**src/pkg/port_setup_map.svh**
```systemverilog
// Purpose: offsets, field positions, reset values of the port setup block
// Assumes: byte addresses on a 16-bit address bus
// Notes:   definitions only
`ifndef PORT_SETUP_MAP_SVH
`define PORT_SETUP_MAP_SVH

`define EVT_STATUS_OFS      16'h0310
`define PORT_ONE_CTRL_OFS   16'h0374

`define EVT_ISO_BIT         9
`define EVT_ASYNC_BIT       8
`define EVT_PERIODIC_BIT    7
`define EVT_CLK_STABLE_BIT  6
`define EVT_SUSPEND_BIT     5
`define EVT_DMA_END_BIT     3
`define EVT_FRAME_BIT       1
`define EVT_WIDTH           10
`define EVT_IMPL_MASK       10'h3EA
`define EVT_RESET           10'h000

`define P1_STROBE_BIT       23
`define P1_LATCH_BIT        7
`define P1_SUPPLY_HI        4
`define P1_SUPPLY_LO        3
`define P1_SUPPLY_ON        2'h3
`define P1_CTRL_RESET       32'h0086_0016

`endif

```
**src/pkg/port_setup_pkg.sv**
```systemverilog
// Purpose: shared types of the port setup block
// Assumes: constants live in port_setup_map.svh
// Notes:   types only
package port_setup_pkg;
    typedef logic [31:0] word_t;
    typedef logic [15:0] half_t;
    typedef logic [9:0] flag_vec_t;
    typedef logic [15:0] addr_t;
endpackage : port_setup_pkg

```
**src/verilog/port_setup_and_event_status.sv**
```systemverilog
// Purpose: first-port control register and event status register
// Assumes: processor strobes are synchronous to core_clk_i
// Notes:   read data is registered, valid one cycle after the read strobe;
//          a read in a write cycle returns the value before the write;
//          reserved control bits store what is written;
//          the strobe's reset value of one reads back until the first write
//
// Contract
// - Port control reads give the same low and high half-words.
// - Writing one to strobe bit 23 clears strobe and latch bit 7.
// - Setup latch and strobe affect only the first port.
// - First-port power enables only when the supply field is 11b.
// - Writing one clears an event flag; zero leaves it.
// - Event flags set regardless of the global interrupt enable.
// - Flags: iso 9, async 8, periodic 7, clk 6, susp 5, dma 3, sof 1.
// - Interrupt output needs a set flag with its enable bit set.
// - Clocks-stable flag rises when clocks run stable after suspend stop.
// - Suspend-entered flag sets when the controller enters suspend.
// - List done flags set on descriptor completion events.
`timescale 1ns/1ps
`include "port_setup_map.svh"

module port_setup_and_event_status
    import port_setup_pkg::*;
(
    input wire logic core_clk_i,
    input wire logic sys_rst_i,
    input wire logic cs_i,
    input wire logic rd_i,
    input wire logic wr_i,
    input wire addr_t addr_i,
    input wire word_t wdata_i,
    input wire logic iso_done_i,
    input wire logic async_done_i,
    input wire logic periodic_done_i,
    input wire logic clocks_running_i,
    input wire logic suspend_i,
    input wire logic dma_end_i,
    input wire logic frame_start_i,
    input wire logic global_irq_enable_i,
    input wire flag_vec_t irq_enable_i,
    output word_t rdata_o,
    output logic irq_o,
    output logic port_one_power_en_o,
    output logic port_one_ready_o,
    output logic other_ports_ready_o
);
    // ********************************************
    // Access decode
    // ********************************************
    logic wr_ctrl;
    logic wr_evt;
    logic rd_ctrl;
    logic rd_evt;

    logic ctrl_hit;
    logic evt_hit;

    // Exact match only; unmapped addresses neither store nor read back
    assign ctrl_hit = cs_i && (addr_i == `PORT_ONE_CTRL_OFS);
    assign evt_hit = cs_i && (addr_i == `EVT_STATUS_OFS);
    assign wr_ctrl = ctrl_hit && wr_i;
    assign wr_evt = evt_hit && wr_i;
    assign rd_ctrl = ctrl_hit && rd_i;
    assign rd_evt = evt_hit && rd_i;

    // ********************************************
    // First-port control
    // ********************************************
    word_t ctrl_r;
    word_t ctrl_nxt;
    logic strobe_hit;

    // Strobe acts on the port one latch only
    assign strobe_hit = wr_ctrl && wdata_i[`P1_STROBE_BIT];

    always_comb begin
        ctrl_nxt = ctrl_r;
        if (wr_ctrl) begin
            ctrl_nxt = wdata_i;
            if (strobe_hit) begin
                ctrl_nxt[`P1_LATCH_BIT] = 1'b0;
                ctrl_nxt[`P1_STROBE_BIT] = 1'b0;
            end
        end
    end

    always_ff @(posedge core_clk_i) begin
        if (sys_rst_i) begin
            ctrl_r <= `P1_CTRL_RESET;
        end else begin
            ctrl_r <= ctrl_nxt;
        end
    end

    // ********************************************
    // Event status
    // ********************************************
    logic clk_run_d_r;
    logic clk_run_d_nxt;
    logic susp_d_r;
    logic susp_d_nxt;
    flag_vec_t evt_set;
    flag_vec_t evt_clr;
    flag_vec_t evt_flags;

    always_comb begin
        evt_set = '0;
        evt_set[`EVT_ISO_BIT] = iso_done_i;
        evt_set[`EVT_ASYNC_BIT] = async_done_i;
        evt_set[`EVT_PERIODIC_BIT] = periodic_done_i;
        evt_set[`EVT_CLK_STABLE_BIT] = clocks_running_i && !clk_run_d_r;
        evt_set[`EVT_SUSPEND_BIT] = suspend_i && !susp_d_r;
        evt_set[`EVT_DMA_END_BIT] = dma_end_i;
        evt_set[`EVT_FRAME_BIT] = frame_start_i;
    end

    assign evt_clr = wr_evt ? wdata_i[`EVT_WIDTH-1:0] : '0;

    // ********************************************
    // Level to edge for clock and suspend events
    // ********************************************
    always_comb begin
        clk_run_d_nxt = clocks_running_i;
        susp_d_nxt = suspend_i;
    end

    always_ff @(posedge core_clk_i) begin
        if (sys_rst_i) begin
            // Clocks count as running after reset, so no false event
            clk_run_d_r <= 1'b1;
            susp_d_r <= 1'b0;
        end else begin
            clk_run_d_r <= clk_run_d_nxt;
            susp_d_r <= susp_d_nxt;
        end
    end

    w1c_flag_bank u_flags (
        .core_clk_i(core_clk_i),
        .sys_rst_i(sys_rst_i),
        .set_i(evt_set),
        .clr_i(evt_clr),
        .flags_o(evt_flags)
    );

    // ********************************************
    // Outputs
    // ********************************************
    half_t mirror;
    word_t rdata_nxt;

    assign mirror = ctrl_r[15:0] | ctrl_r[31:16];

    // Read data stands one cycle, zero otherwise, so a stale word
    // can never be taken for a fresh one
    always_comb begin
        rdata_nxt = '0;
        if (rd_ctrl) begin
            rdata_nxt = {mirror, mirror};
        end else if (rd_evt) begin
            rdata_nxt = {22'h00_0000, evt_flags & `EVT_IMPL_MASK};
        end
    end

    always_ff @(posedge core_clk_i) begin
        if (sys_rst_i) begin
            rdata_o <= '0;
        end else begin
            rdata_o <= rdata_nxt;
        end
    end

    // ********************************************
    // Interrupt and port status
    // ********************************************
    flag_vec_t irq_pending;
    logic irq_nxt;
    logic pwr_nxt;
    logic p1_ready_nxt;
    logic others_ready_nxt;

    assign irq_pending = evt_flags & irq_enable_i;

    always_comb begin
        // Global enable gates the line, never the flags
        irq_nxt = global_irq_enable_i && (|irq_pending);
        pwr_nxt = ctrl_r[`P1_SUPPLY_HI:`P1_SUPPLY_LO] == `P1_SUPPLY_ON;
        p1_ready_nxt = !ctrl_r[`P1_LATCH_BIT];
        // Ports two and three need no setup step
        others_ready_nxt = 1'b1;
    end

    always_ff @(posedge core_clk_i) begin
        if (sys_rst_i) begin
            irq_o <= 1'b0;
            port_one_power_en_o <= 1'b0;
            port_one_ready_o <= 1'b0;
            other_ports_ready_o <= 1'b0;
        end else begin
            irq_o <= irq_nxt;
            port_one_power_en_o <= pwr_nxt;
            port_one_ready_o <= p1_ready_nxt;
            other_ports_ready_o <= others_ready_nxt;
        end
    end
endmodule : port_setup_and_event_status

```
**src/verilog/w1c_flag_bank.sv**
```systemverilog
// Purpose: sticky event flags, cleared by software writing one
// Assumes: set and clear are one-cycle qualified vectors
// Notes:   a set in the clearing cycle wins
`timescale 1ns/1ps
`include "port_setup_map.svh"

module w1c_flag_bank
    import port_setup_pkg::*;
(
    input wire logic core_clk_i,
    input wire logic sys_rst_i,
    input wire flag_vec_t set_i,
    input wire flag_vec_t clr_i,
    output flag_vec_t flags_o
);
    localparam flag_vec_t IMPL_MASK = `EVT_IMPL_MASK;

    flag_vec_t flags_r;
    flag_vec_t flags_nxt;

    genvar g;
    generate
        for (g = 0; g < `EVT_WIDTH; g++) begin : g_flag
            always_comb begin
                if (!IMPL_MASK[g]) begin
                    // Reserved positions never hold state
                    flags_nxt[g] = 1'b0;
                end else if (set_i[g]) begin
                    flags_nxt[g] = 1'b1;
                end else if (clr_i[g]) begin
                    flags_nxt[g] = 1'b0;
                end else begin
                    flags_nxt[g] = flags_r[g];
                end
            end
        end
    endgenerate

    always_ff @(posedge core_clk_i) begin
        if (sys_rst_i) begin
            flags_r <= `EVT_RESET;
        end else begin
            flags_r <= flags_nxt;
        end
    end

    assign flags_o = flags_r;
endmodule : w1c_flag_bank
```
**config.mk**
```make
export PLATFORM = sky130hd
export DESIGN_NAME = port_setup_and_event_status
export DESIGN_NICKNAME = d
export VERILOG_FILES = /design/src/pkg/port_setup_pkg.sv /design/src/verilog/port_setup_and_event_status.sv /design/src/verilog/w1c_flag_bank.sv
export VERILOG_INCLUDE_DIRS = /design/src /design/src/pkg
export SDC_FILE = /design/constraint.sdc
export NUM_CORES = 1
export LEC_CHECK = 0
export BUFFER_PORTS_ARGS = -buffer_cell sky130_fd_sc_hd__buf_2
export CAP_MARGIN = 20
export CORE_MARGIN = 3
export CORE_UTILIZATION = 42
export CTS_CLUSTER_DIAMETER = 200
export DETAILED_ROUTE_END_ITERATION = 10
export PLACE_DENSITY = 0.72
export SYNTH_ARGS = -nofsm -noshare
export SYNTH_HDL_FRONTEND = slang
export SYNTH_SLANG_ARGS = --single-unit
```
**constraint.sdc**
```tcl
create_clock -name core_clk_i -period 1.7 [get_ports core_clk_i]
set_input_delay 0.51 -clock core_clk_i [delete_from_list [all_inputs] [get_ports core_clk_i]]
set_output_delay 0.51 -clock core_clk_i [all_outputs]
set_load 0.01 [all_outputs]
```
==> results of run 1 <==
power by group:
part / switching (mW) / leakage, nW / internal, mW
combinational: 0.0806 / 0.756 / 0.0851
sequential: 0.0110 / 0.551 / 1.61
clock: 0.601 / 0.116 / 0.865
sequential cells by signal (all words and copies together), names as in the netlist:
signal / count
ctrl_r: 32
rdata_o: 23
u_flags.flags_o: 7
clk_run_d_r: 1
irq_o: 1
other_ports_ready_o: 1
port_one_power_en_o: 1
port_one_ready_o: 1
susp_d_r: 1
Yosys cell counts, drive strengths merged (2+ instances only):
master,instances
nand2,2
or2,2
o2bb2ai,7
o21ai,38
nor2,35
and4,2
a22oi,2
nor2b,2
a21oi,32
inv,6
and3,2
buf,20
dfxtp,68
nor4b,2
clkbuf,11
nand4,4
nand3,42
logic make-up after synthesis:
family	share of synthesized area (%)
DFF	53.8
AOI/OAI and AO/OA	17.7
and+or+nand+nor	20.0
buffers and inverters	8.51
metrics by stage:
stage	worst slack [ns]	area, sq um
finish	0.187	3480
global route	0.103	3480
CTS	0.189	3480
detailed placement	-0.172	3260
global placement	-0.128	3260
floorplan	-0.111	2720
area by class of cell:
type	instances	share of cell area [%]
Timing Repair Buffer	116	19.0
Clock buffer	10	3.95
Tap cell	72	2.59
Clock inverter	6	2.51
Multi-Input combinational cell	178	32.1
Sequential cell	68	39.1
Inverter	7	0.754
worst register-to-register path, delay by kind of cell (launching register included):
family          cells  cell delay [ns]
compound gates      1             0.33
flops               1             0.33
simple gates        2             0.29
path summary, 6_finish.rpt:
path | endpoint | startpoint | slack [ns]
max | ctrl_r[11]$_SDFFE_PP0P_ | addr_i[1] | 0.19
min reg2reg | port_one_ready_o$_SDFF_PP0_ | ctrl_r[7]$_SDFFE_PP0P_ | 0.46
min | clk_run_d_r$_SDFF_PP1_ | clocks_running_i | 0.37
max reg2reg | irq_o$_SDFF_PP0_ | u_flags.flags_o[1]$_SDFFE_PP0P_ | 0.65
routing by layer:
metal,up-vias,wire length (um)
li1,1175,-
met1,1066,2660
met2,70,3240
met3,4,407
met4,0,34
met5,-,0
==> impl_metrics.tcl, run 1 <==
set metrics [dict create \
    layout_min_cycle_time_ns 1.51 \
    hold_violations 0 \
    drt_iter0_drc 133 \
    grt_max_degree 39 \
    grt_pass1_wl_mm 10.3 \
    row_count 27 \
    finalSetupViolations 0 \
    cts_resized 0 \
    port_buffers 103 \
    multi_input_area_sq_um 1120 \
    num_vias 2315 \
    yosysTopAreaCellShare_pct 53.8 \
    critPathKind "in2reg" \
    core_sq_um 5680 \
    ys_seq_elements 68 \
    p_per_area_nw_per_um2 934 \
    hold_depth 2 \
    layout_commonest_cell "buf_2" \
    clk_pin_slew_ns 0.07 \
    layout-area-overhead-vs-synth_pct 37.7 \
    h-tree-depth 3 \
    cp_max_fo 11 \
    cts-buffers-inserted 9 \
    clock_skew_ns 0.00704 \
    crit_required_ns 1.98 \
    drive_gt1_share_pct 43.9 \
    root_buffer "clkbuf_8" \
    met3_usage_pct 6.52 \
    cap_violations 0 \
    status "finished clean" \
    synth-seq-area-share_pct 53.8 \
    synth-async-reset-ratio_pct 0 \
    cts_hold_buf 0 \
    p_leak_nw 1.42 \
    syn-cell-area_sq_um 2530 \
    finalNetCount 451 \
    path_buf_inv 2 \
    regArea_sq_um 1360 \
    use_met1_pct 21.1 \
    worstMarginPinSlew_ns 0.349 \
    fin_util_pct 61.4 \
    synth_edf_count 0 \
    postSynthAreaPerCell_sq_um 8.91 \
    die_h_um 83.6 \
    clockBufferDepth 2 \
    peakVddDrop_mv 0.618 \
    detail_route.first_pass.iterations 6 \
    cts_tree "done" \
    maxSlewViolCount 0 \
    yosysTopAreaCell "dfxtp_1" \
    grt_pass1_vias 2309 \
    crit_family "simple AND/OR/NAND/NOR gates" \
    drc 0 \
    power_mw 3.25 \
    fin_cells 457 \
    crit_arrival_ns 1.79 \
    initial_core_util_pct 44.6 \
    crit_path_end_kind "flip-flop" \
    antenna_found_initial 0 \
    dp.cells 441 \
    synth_cells 284 \
    wire_per_inst_um 13.9 \
    antenna_left 0 \
    period_share_pct 89.0 \
    path_cells "buf_2 -> nor4bb_2 -> and4_2 -> buf_4 -> nand3_2 -> a21oi_1" \
    routabilityCongestion 0.747 \
    antennaDiodeCount 0 \
    clk_latency_ns 0.34 \
    r2r_cells 3 \
    start_kind "input pin" \
    dieWidth_um 83.6 \
    synth_cell_types 30 \
    vias_per_cell 5.07 \
    synth_top_flop_cell "dfxtp_1" \
    yosysWarnings 0 \
    critPathSlowestCell "nor4bb_2" \
    syn-num-nets 355 \
    routed_wl_mm 6.33 \
    use_met2_pct 31.1 \
    grt.overflow.total 0 \
    grt_setup_unrepaired "no" \
    dieArea_sq_um 6990 \
    maxSlewHeadroom_pct 76.6 \
    hold_path.class "in2reg" \
    timing.hold.ws_ns 0.369 \
    synth.area.top_cells "dfxtp_1, nand3_1, o21ai_0, a21oi_1, nor2_1" \
    final_cell_mix "buf_2, dfxtp_1, o21ai_0, nor2_1, a21oi_1" \
    final.setup.tns_ns 0 \
    path_depth 6 \
    grt-busiest-layer "met2" \
    io_pins 107 \
    post_cts_buffers 0 \
    hpwl_mm 4.48 \
    grt_usage_pct 18.1 \
    cts_sinks 68 \
    fill_cells 528 \
    fmax_mhz 661 \
    crit_path_max_incr_delay_ns 0.35 \
]
Power figures use the tool's default switching activity.
==> run 2, diff against run 1 <==
==> constraint.sdc (replaced) <==
create_clock -name core_clk_i -period 1.7 [get_ports core_clk_i]
set_input_delay 0 -clock core_clk_i [delete_from_list [all_inputs] [get_ports core_clk_i]]
set_output_delay 0 -clock core_clk_i [all_outputs]
set_load 0.01 [all_outputs]
==> run 2 against run 1 <==
Utilization grew 3.5 points. Sequential share of layout area shrank 2.1 points. Combinational power grew 39%. Total power grew 2.0%. Critical path type unchanged. Routed wire length grew 9.4%.
==> impl_metrics.tcl, run 2 (same netlist as run 1, synthesis figures left out) <==
set metrics [dict create \
    dieArea_sq_um 6990 \
    hold_path.class "in2reg" \
    cts-buffers-inserted 9 \
    finalNetCount 488 \
    seq_power_share_pct 48.9 \
    finalSetupViolations 0 \
    clk_pin_slew_ns 0.08 \
    crit_required_ns 1.96 \
    combPwrFrac_pct 7.0 \
    h-tree-depth 3 \
    regMostFlops "ctrl_r" \
    status "finished clean" \
    drive_gt1_share_pct 31.8 \
    clockBufferDepth 2 \
    port_buffers 103 \
    grt_pass1_vias 2513 \
    p_clk_share_pct 44.2 \
    grt_usage_pct 19.8 \
    antenna_found_initial 0 \
    antenna_left 0 \
    setup_ws_ns 0.146 \
    fmax_mhz 643 \
    peakVddDrop_mv 0.591 \
    crit_path_end_kind "flip-flop" \
    largest_register_ffs 32 \
    vias_per_cell 5.11 \
    grt_max_degree 39 \
    fill_cells 476 \
    maxSlewViolCount 0 \
    hpwl_mm 4.32 \
    post_cts_buffers 0 \
    swShare_pct 21.1 \
    grt_pass1_wl_mm 11.3 \
    p_per_area_nw_per_um2 901 \
    core_sq_um 5680 \
    final.setup.tns_ns 0 \
    period_share_pct 91.4 \
    layout_commonest_cell "buf_2" \
    wire_per_inst_um 14.0 \
    cap_violations 0 \
    routed_wl_mm 6.93 \
    p_leak_nw 1.55 \
    antennaDiodeCount 0 \
    grt.overflow.total 0 \
    pre_cts_ws_ns 0.263 \
    drc 0 \
    detail_route.first_pass.iterations 5 \
    critPathKind "in2reg" \
    p_int_mw 2.62 \
    num_vias 2522 \
    final_cell_mix "buf_2, dfxtp_1, nand3_1, dlygate4sd3_1, o21ai_0" \
    cts_sinks 68 \
    routabilityCongestion 0.753 \
    hold_violations 0 \
    maxSlewHeadroom_pct 75.5 \
    layout-area-overhead-vs-synth_pct 45.6 \
    row_count 27 \
    drt_iter0_drc 185 \
    start_kind "input pin" \
    fin_cells 494 \
    cp_max_fo 31 \
    io_pins 107 \
    die_h_um 83.6 \
    dp.cells 438 \
    grt_setup_unrepaired "no" \
    root_buffer "clkbuf_8" \
    layout_min_cycle_time_ns 1.55 \
    worstMarginPinSlew_ns 0.367 \
    cts_tree "done" \
    clock_skew_ns 0.00455 \
    initial_core_util_pct 44.6 \
    clk_latency_ns 0.33 \
    dieWidth_um 83.6 \
    switchingPower_uw 701 \
    crit_arrival_ns 1.81 \
]
[run 2: changes by cell type in the layout (fill, tap and decap cells not counted)]
cell / before / now
and4_2: 2 / 0
buf_4: 9 / 8
nand3_2: 30 / 0
and4_1: 0 / 2
dlygate4sd3_1: 0 / 40
buf_12: 4 / 2
nand3_1: 12 / 42
[run 2: repair_timing]
action / in CTS / in global routing
hold endpoints to repair: 40 / 0
setup endpoints to repair: 0 / 1
resized for setup: 0 / 2
hold buffers: 40 / 0
[run 2: per-layer routing]
layer / GRT usage, % / share of wire [%] / vias to the layer above
li1: - / - / 1250
met3: 3.85 / 6.0 / 6
met1: 24.2 / 41 / 1161
met5: 0 / 0 / -
met4: 8.92 / 0.59 / 0
met2: 33.3 / 52 / 105
[run 2: power by group through the flow]
stage	registers [mW]	logic [mW]	clock network (mW)
floorplan	1.66	0.0497	0
global placement	1.66	0.154	0
detailed placement	1.66	0.155	0
CTS	1.62	0.224	1.51
global route	1.62	0.254	1.57
finish	1.62	0.231	1.47
[run 2: final cells by class]
type | count | area, sq um | share of cell area [%]
Tap cell | 72 | 90.1 | 2.44
Clock inverter | 6 | 87.6 | 2.38
Multi-Input combinational cell | 178 | 966 | 26.2
Sequential cell | 68 | 1360 | 36.9
Clock buffer | 10 | 138 | 3.74
Inverter | 7 | 26.3 | 0.713
Timing Repair Buffer | 153 | 1020 | 27.6
[run 2: final timing paths]
path,cells after the start,from,slack [ns],end
worst max-delay path,7,addr_i[1],0.15,ctrl_r[7]$_SDFFE_PP0P_
worst min-delay path,4,irq_enable_i[9],0.08,irq_o$_SDFF_PP0_
worst max register to register,3,u_flags.flags_o[3]$_SDFFE_PP0P_,0.61,irq_o$_SDFF_PP0_
worst min register to register,1,ctrl_r[7]$_SDFFE_PP0P_,0.45,port_one_ready_o$_SDFF_PP0_
[run 2: critical path, stage by stage]
cell	delay [ns]
buf_2	0.11
nor4bb_2	0.37
and4_1	0.32
buf_12	0.20
nand4b_1	0.10
dlygate4sd3_1	0.56
a21oi_1	0.14
[run 2: metrics by stage]
stage / power, mW / instance area (sq um) / util (%) / hold WS [ns]
final: 3.32 / 3680 / 64.9 / 0.0750
after CTS: 3.35 / 3670 / 64.7 / 0.0160
after global routing: 3.45 / 3680 / 64.9 / 0.0695
after floorplan: 1.71 / 2530 / - / 0.107
after global placement: 1.81 / 3050 / 53.7 / 0.207
after detailed placement: 1.81 / 3050 / 53.7 / 0.211
==> run 3, diff against run 2 <==
==> constraint.sdc (replaced) <==
create_clock -name core_clk_i -period 1.7 [get_ports core_clk_i]
set_input_delay 0.34 -clock core_clk_i [delete_from_list [all_inputs] [get_ports core_clk_i]]
set_output_delay 0.34 -clock core_clk_i [all_outputs]
set_load 0.01 [all_outputs]
==> run 3 against run 2 <==
Clock-buffer cell count unchanged. Maximum frequency up 7.8%. Sequential share of layout area is 3.7 points higher. Clock power grew 9.5%. First-iteration DRC count fell by 29%. Register-to-register slack better by 0.03 ns. Cell count is 7.1% lower. Global-route usage is 1.1 points lower. Total power rose by 2.0%. Largest power group unchanged. Combinational power shrank 32%.
==> impl_metrics.tcl, run 3 (same netlist as run 1, synthesis figures left out) <==
set metrics [dict create \
    status "finished clean" \
    clk_latency_ns 0.33 \
    clk_pin_slew_ns 0.07 \
    core_sq_um 5680 \
    regMostFlops "ctrl_r" \
    io_pins 107 \
    cts_sinks 68 \
    clockBufferDepth 2 \
    drc 0 \
    drive_gt1_share_pct 35.4 \
    cts_resized 0 \
    cts_tree "done" \
    largest_register_ffs 32 \
    peakVddDrop_mv 0.520 \
    layout-area-overhead-vs-synth_pct 32.2 \
    p_leak_nw 1.42 \
    grt_max_degree 33 \
    crit_path_max_incr_delay_ns 0.44 \
    antennaDiodeCount 0 \
    hpwl_mm 4.48 \
    routabilityCongestion 0.726 \
    antenna_left 0 \
    num_vias 2332 \
    start_kind "input pin" \
    grt_usage_pct 18.7 \
    r2r_cells 3 \
    maxSlewViolCount 0 \
    final.setup.tns_ns 0 \
    dieArea_sq_um 6990 \
    layout_commonest_cell "buf_2" \
    antenna_found_initial 0 \
    critPathSlowestCell "nor4bb_1" \
    wire_per_inst_um 13.5 \
    hold_depth 2 \
    drt_iter0_drc 132 \
    grt_pass1_vias 2381 \
    hold_violations 0 \
    initial_core_util_pct 44.6 \
    hold_path.class "in2reg" \
    path_cells "buf_2 -> nor4bb_1 -> nand4_1 -> buf_4 -> o21ai_0 -> nand3_1" \
    crit_path_end_kind "flip-flop" \
    maxSlewHeadroom_pct 69.5 \
    cts-buffers-inserted 9 \
    cts_hold_buf 0 \
    row_count 27 \
    routed_wl_mm 6.21 \
    fmax_mhz 693 \
    critPathKind "in2reg" \
    crit_family "simple AND/OR/NAND/NOR gates" \
    finalNetCount 453 \
    fin_util_pct 59.0 \
    grt.overflow.total 0 \
    vias_per_cell 5.08 \
    die_h_um 83.6 \
    finalSetupViolations 0 \
    power_mw 3.39 \
    path_depth 6 \
    h-tree-depth 3 \
    fill_cells 541 \
    timing.hold.ws_ns 0.217 \
    port_buffers 103 \
    final_cell_mix "buf_2, dfxtp_1, nand3_1, o21ai_0, nor2_1" \
    clock_skew_ns 0.00917 \
    cap_violations 0 \
    crit_required_ns 1.90 \
    post_cts_buffers 0 \
    grt_pass1_wl_mm 10.7 \
    grt_setup_unrepaired "no" \
    root_buffer "clkbuf_8" \
    path_buf_inv 2 \
    cp_max_fo 14 \
    detail_route.first_pass.iterations 4 \
    p_per_area_nw_per_um2 1010 \
    final_area_sq_um 3350 \
    crit_arrival_ns 1.64 \
    worstMarginPinSlew_ns 0.451 \
    layout_min_cycle_time_ns 1.44 \
    period_share_pct 84.8 \
    post_dp_cell_area_sq_um 3100 \
    dieWidth_um 83.6 \
]
==> run 3: path summary, 6_finish.rpt <==
path | start | slack, ns | endpoint
hold reg to reg | ctrl_r[27]$_SDFFE_PP0P_ | 0.47 | rdata_o[27]$_SDFF_PP0_
setup / recovery | addr_i[1] | 0.26 | ctrl_r[17]$_SDFFE_PP1P_
setup reg to reg | u_flags.flags_o[3]$_SDFFE_PP0P_ | 0.64 | irq_o$_SDFF_PP0_
hold / removal | clocks_running_i | 0.22 | clk_run_d_r$_SDFF_PP1_
==> run 3: cell type report <==
cell class | count | area, sq um | share of cell area [%]
multi-input combinational | 178 | 953 | 28.5
clock buffer | 10 | 138 | 4.11
timing repair buffer | 118 | 666 | 19.9
sequential | 68 | 1360 | 40.7
tap | 72 | 90.1 | 2.69
clock inverter | 6 | 111 | 3.33
inverter | 7 | 26.3 | 0.785
==> run 3: metal layers <==
metal	global-route usage, %	part of all wire, %	vias to the layer above
met5	0	0	-
met4	7.75	0.40	0
met3	4.74	6.8	4
met2	32.5	51	84
met1	21.7	42	1065
li1	-	-	1179
==> run 3: worst reg2reg max path: cells and delay by family (launching register included) <==
| kind | cells | cell delay [ns] |
|---|---|---|
| AND/OR/NAND/NOR | 2 | 0.30 |
| AO/OA/AOI/OAI | 1 | 0.33 |
| flip-flops | 1 | 0.33 |
==> run 3: through the flow <==
| stage | cells | worst slack [ns] |
|---|---|---|
| final | 459 | 0.258 |
| after global routing | 459 | 0.0963 |
| after floorplan | 284 | 0.0468 |
| after CTS | 459 | 0.273 |
| after detailed placement | 443 | -0.0599 |
| after global placement | 443 | 0.00472 |
==> run 3: report_power, final <==
part           total [mW]  internal, mW  switching, mW
clock network        1.61          1.01          0.593
registers            1.62          1.61         0.0106
logic               0.158        0.0844         0.0741
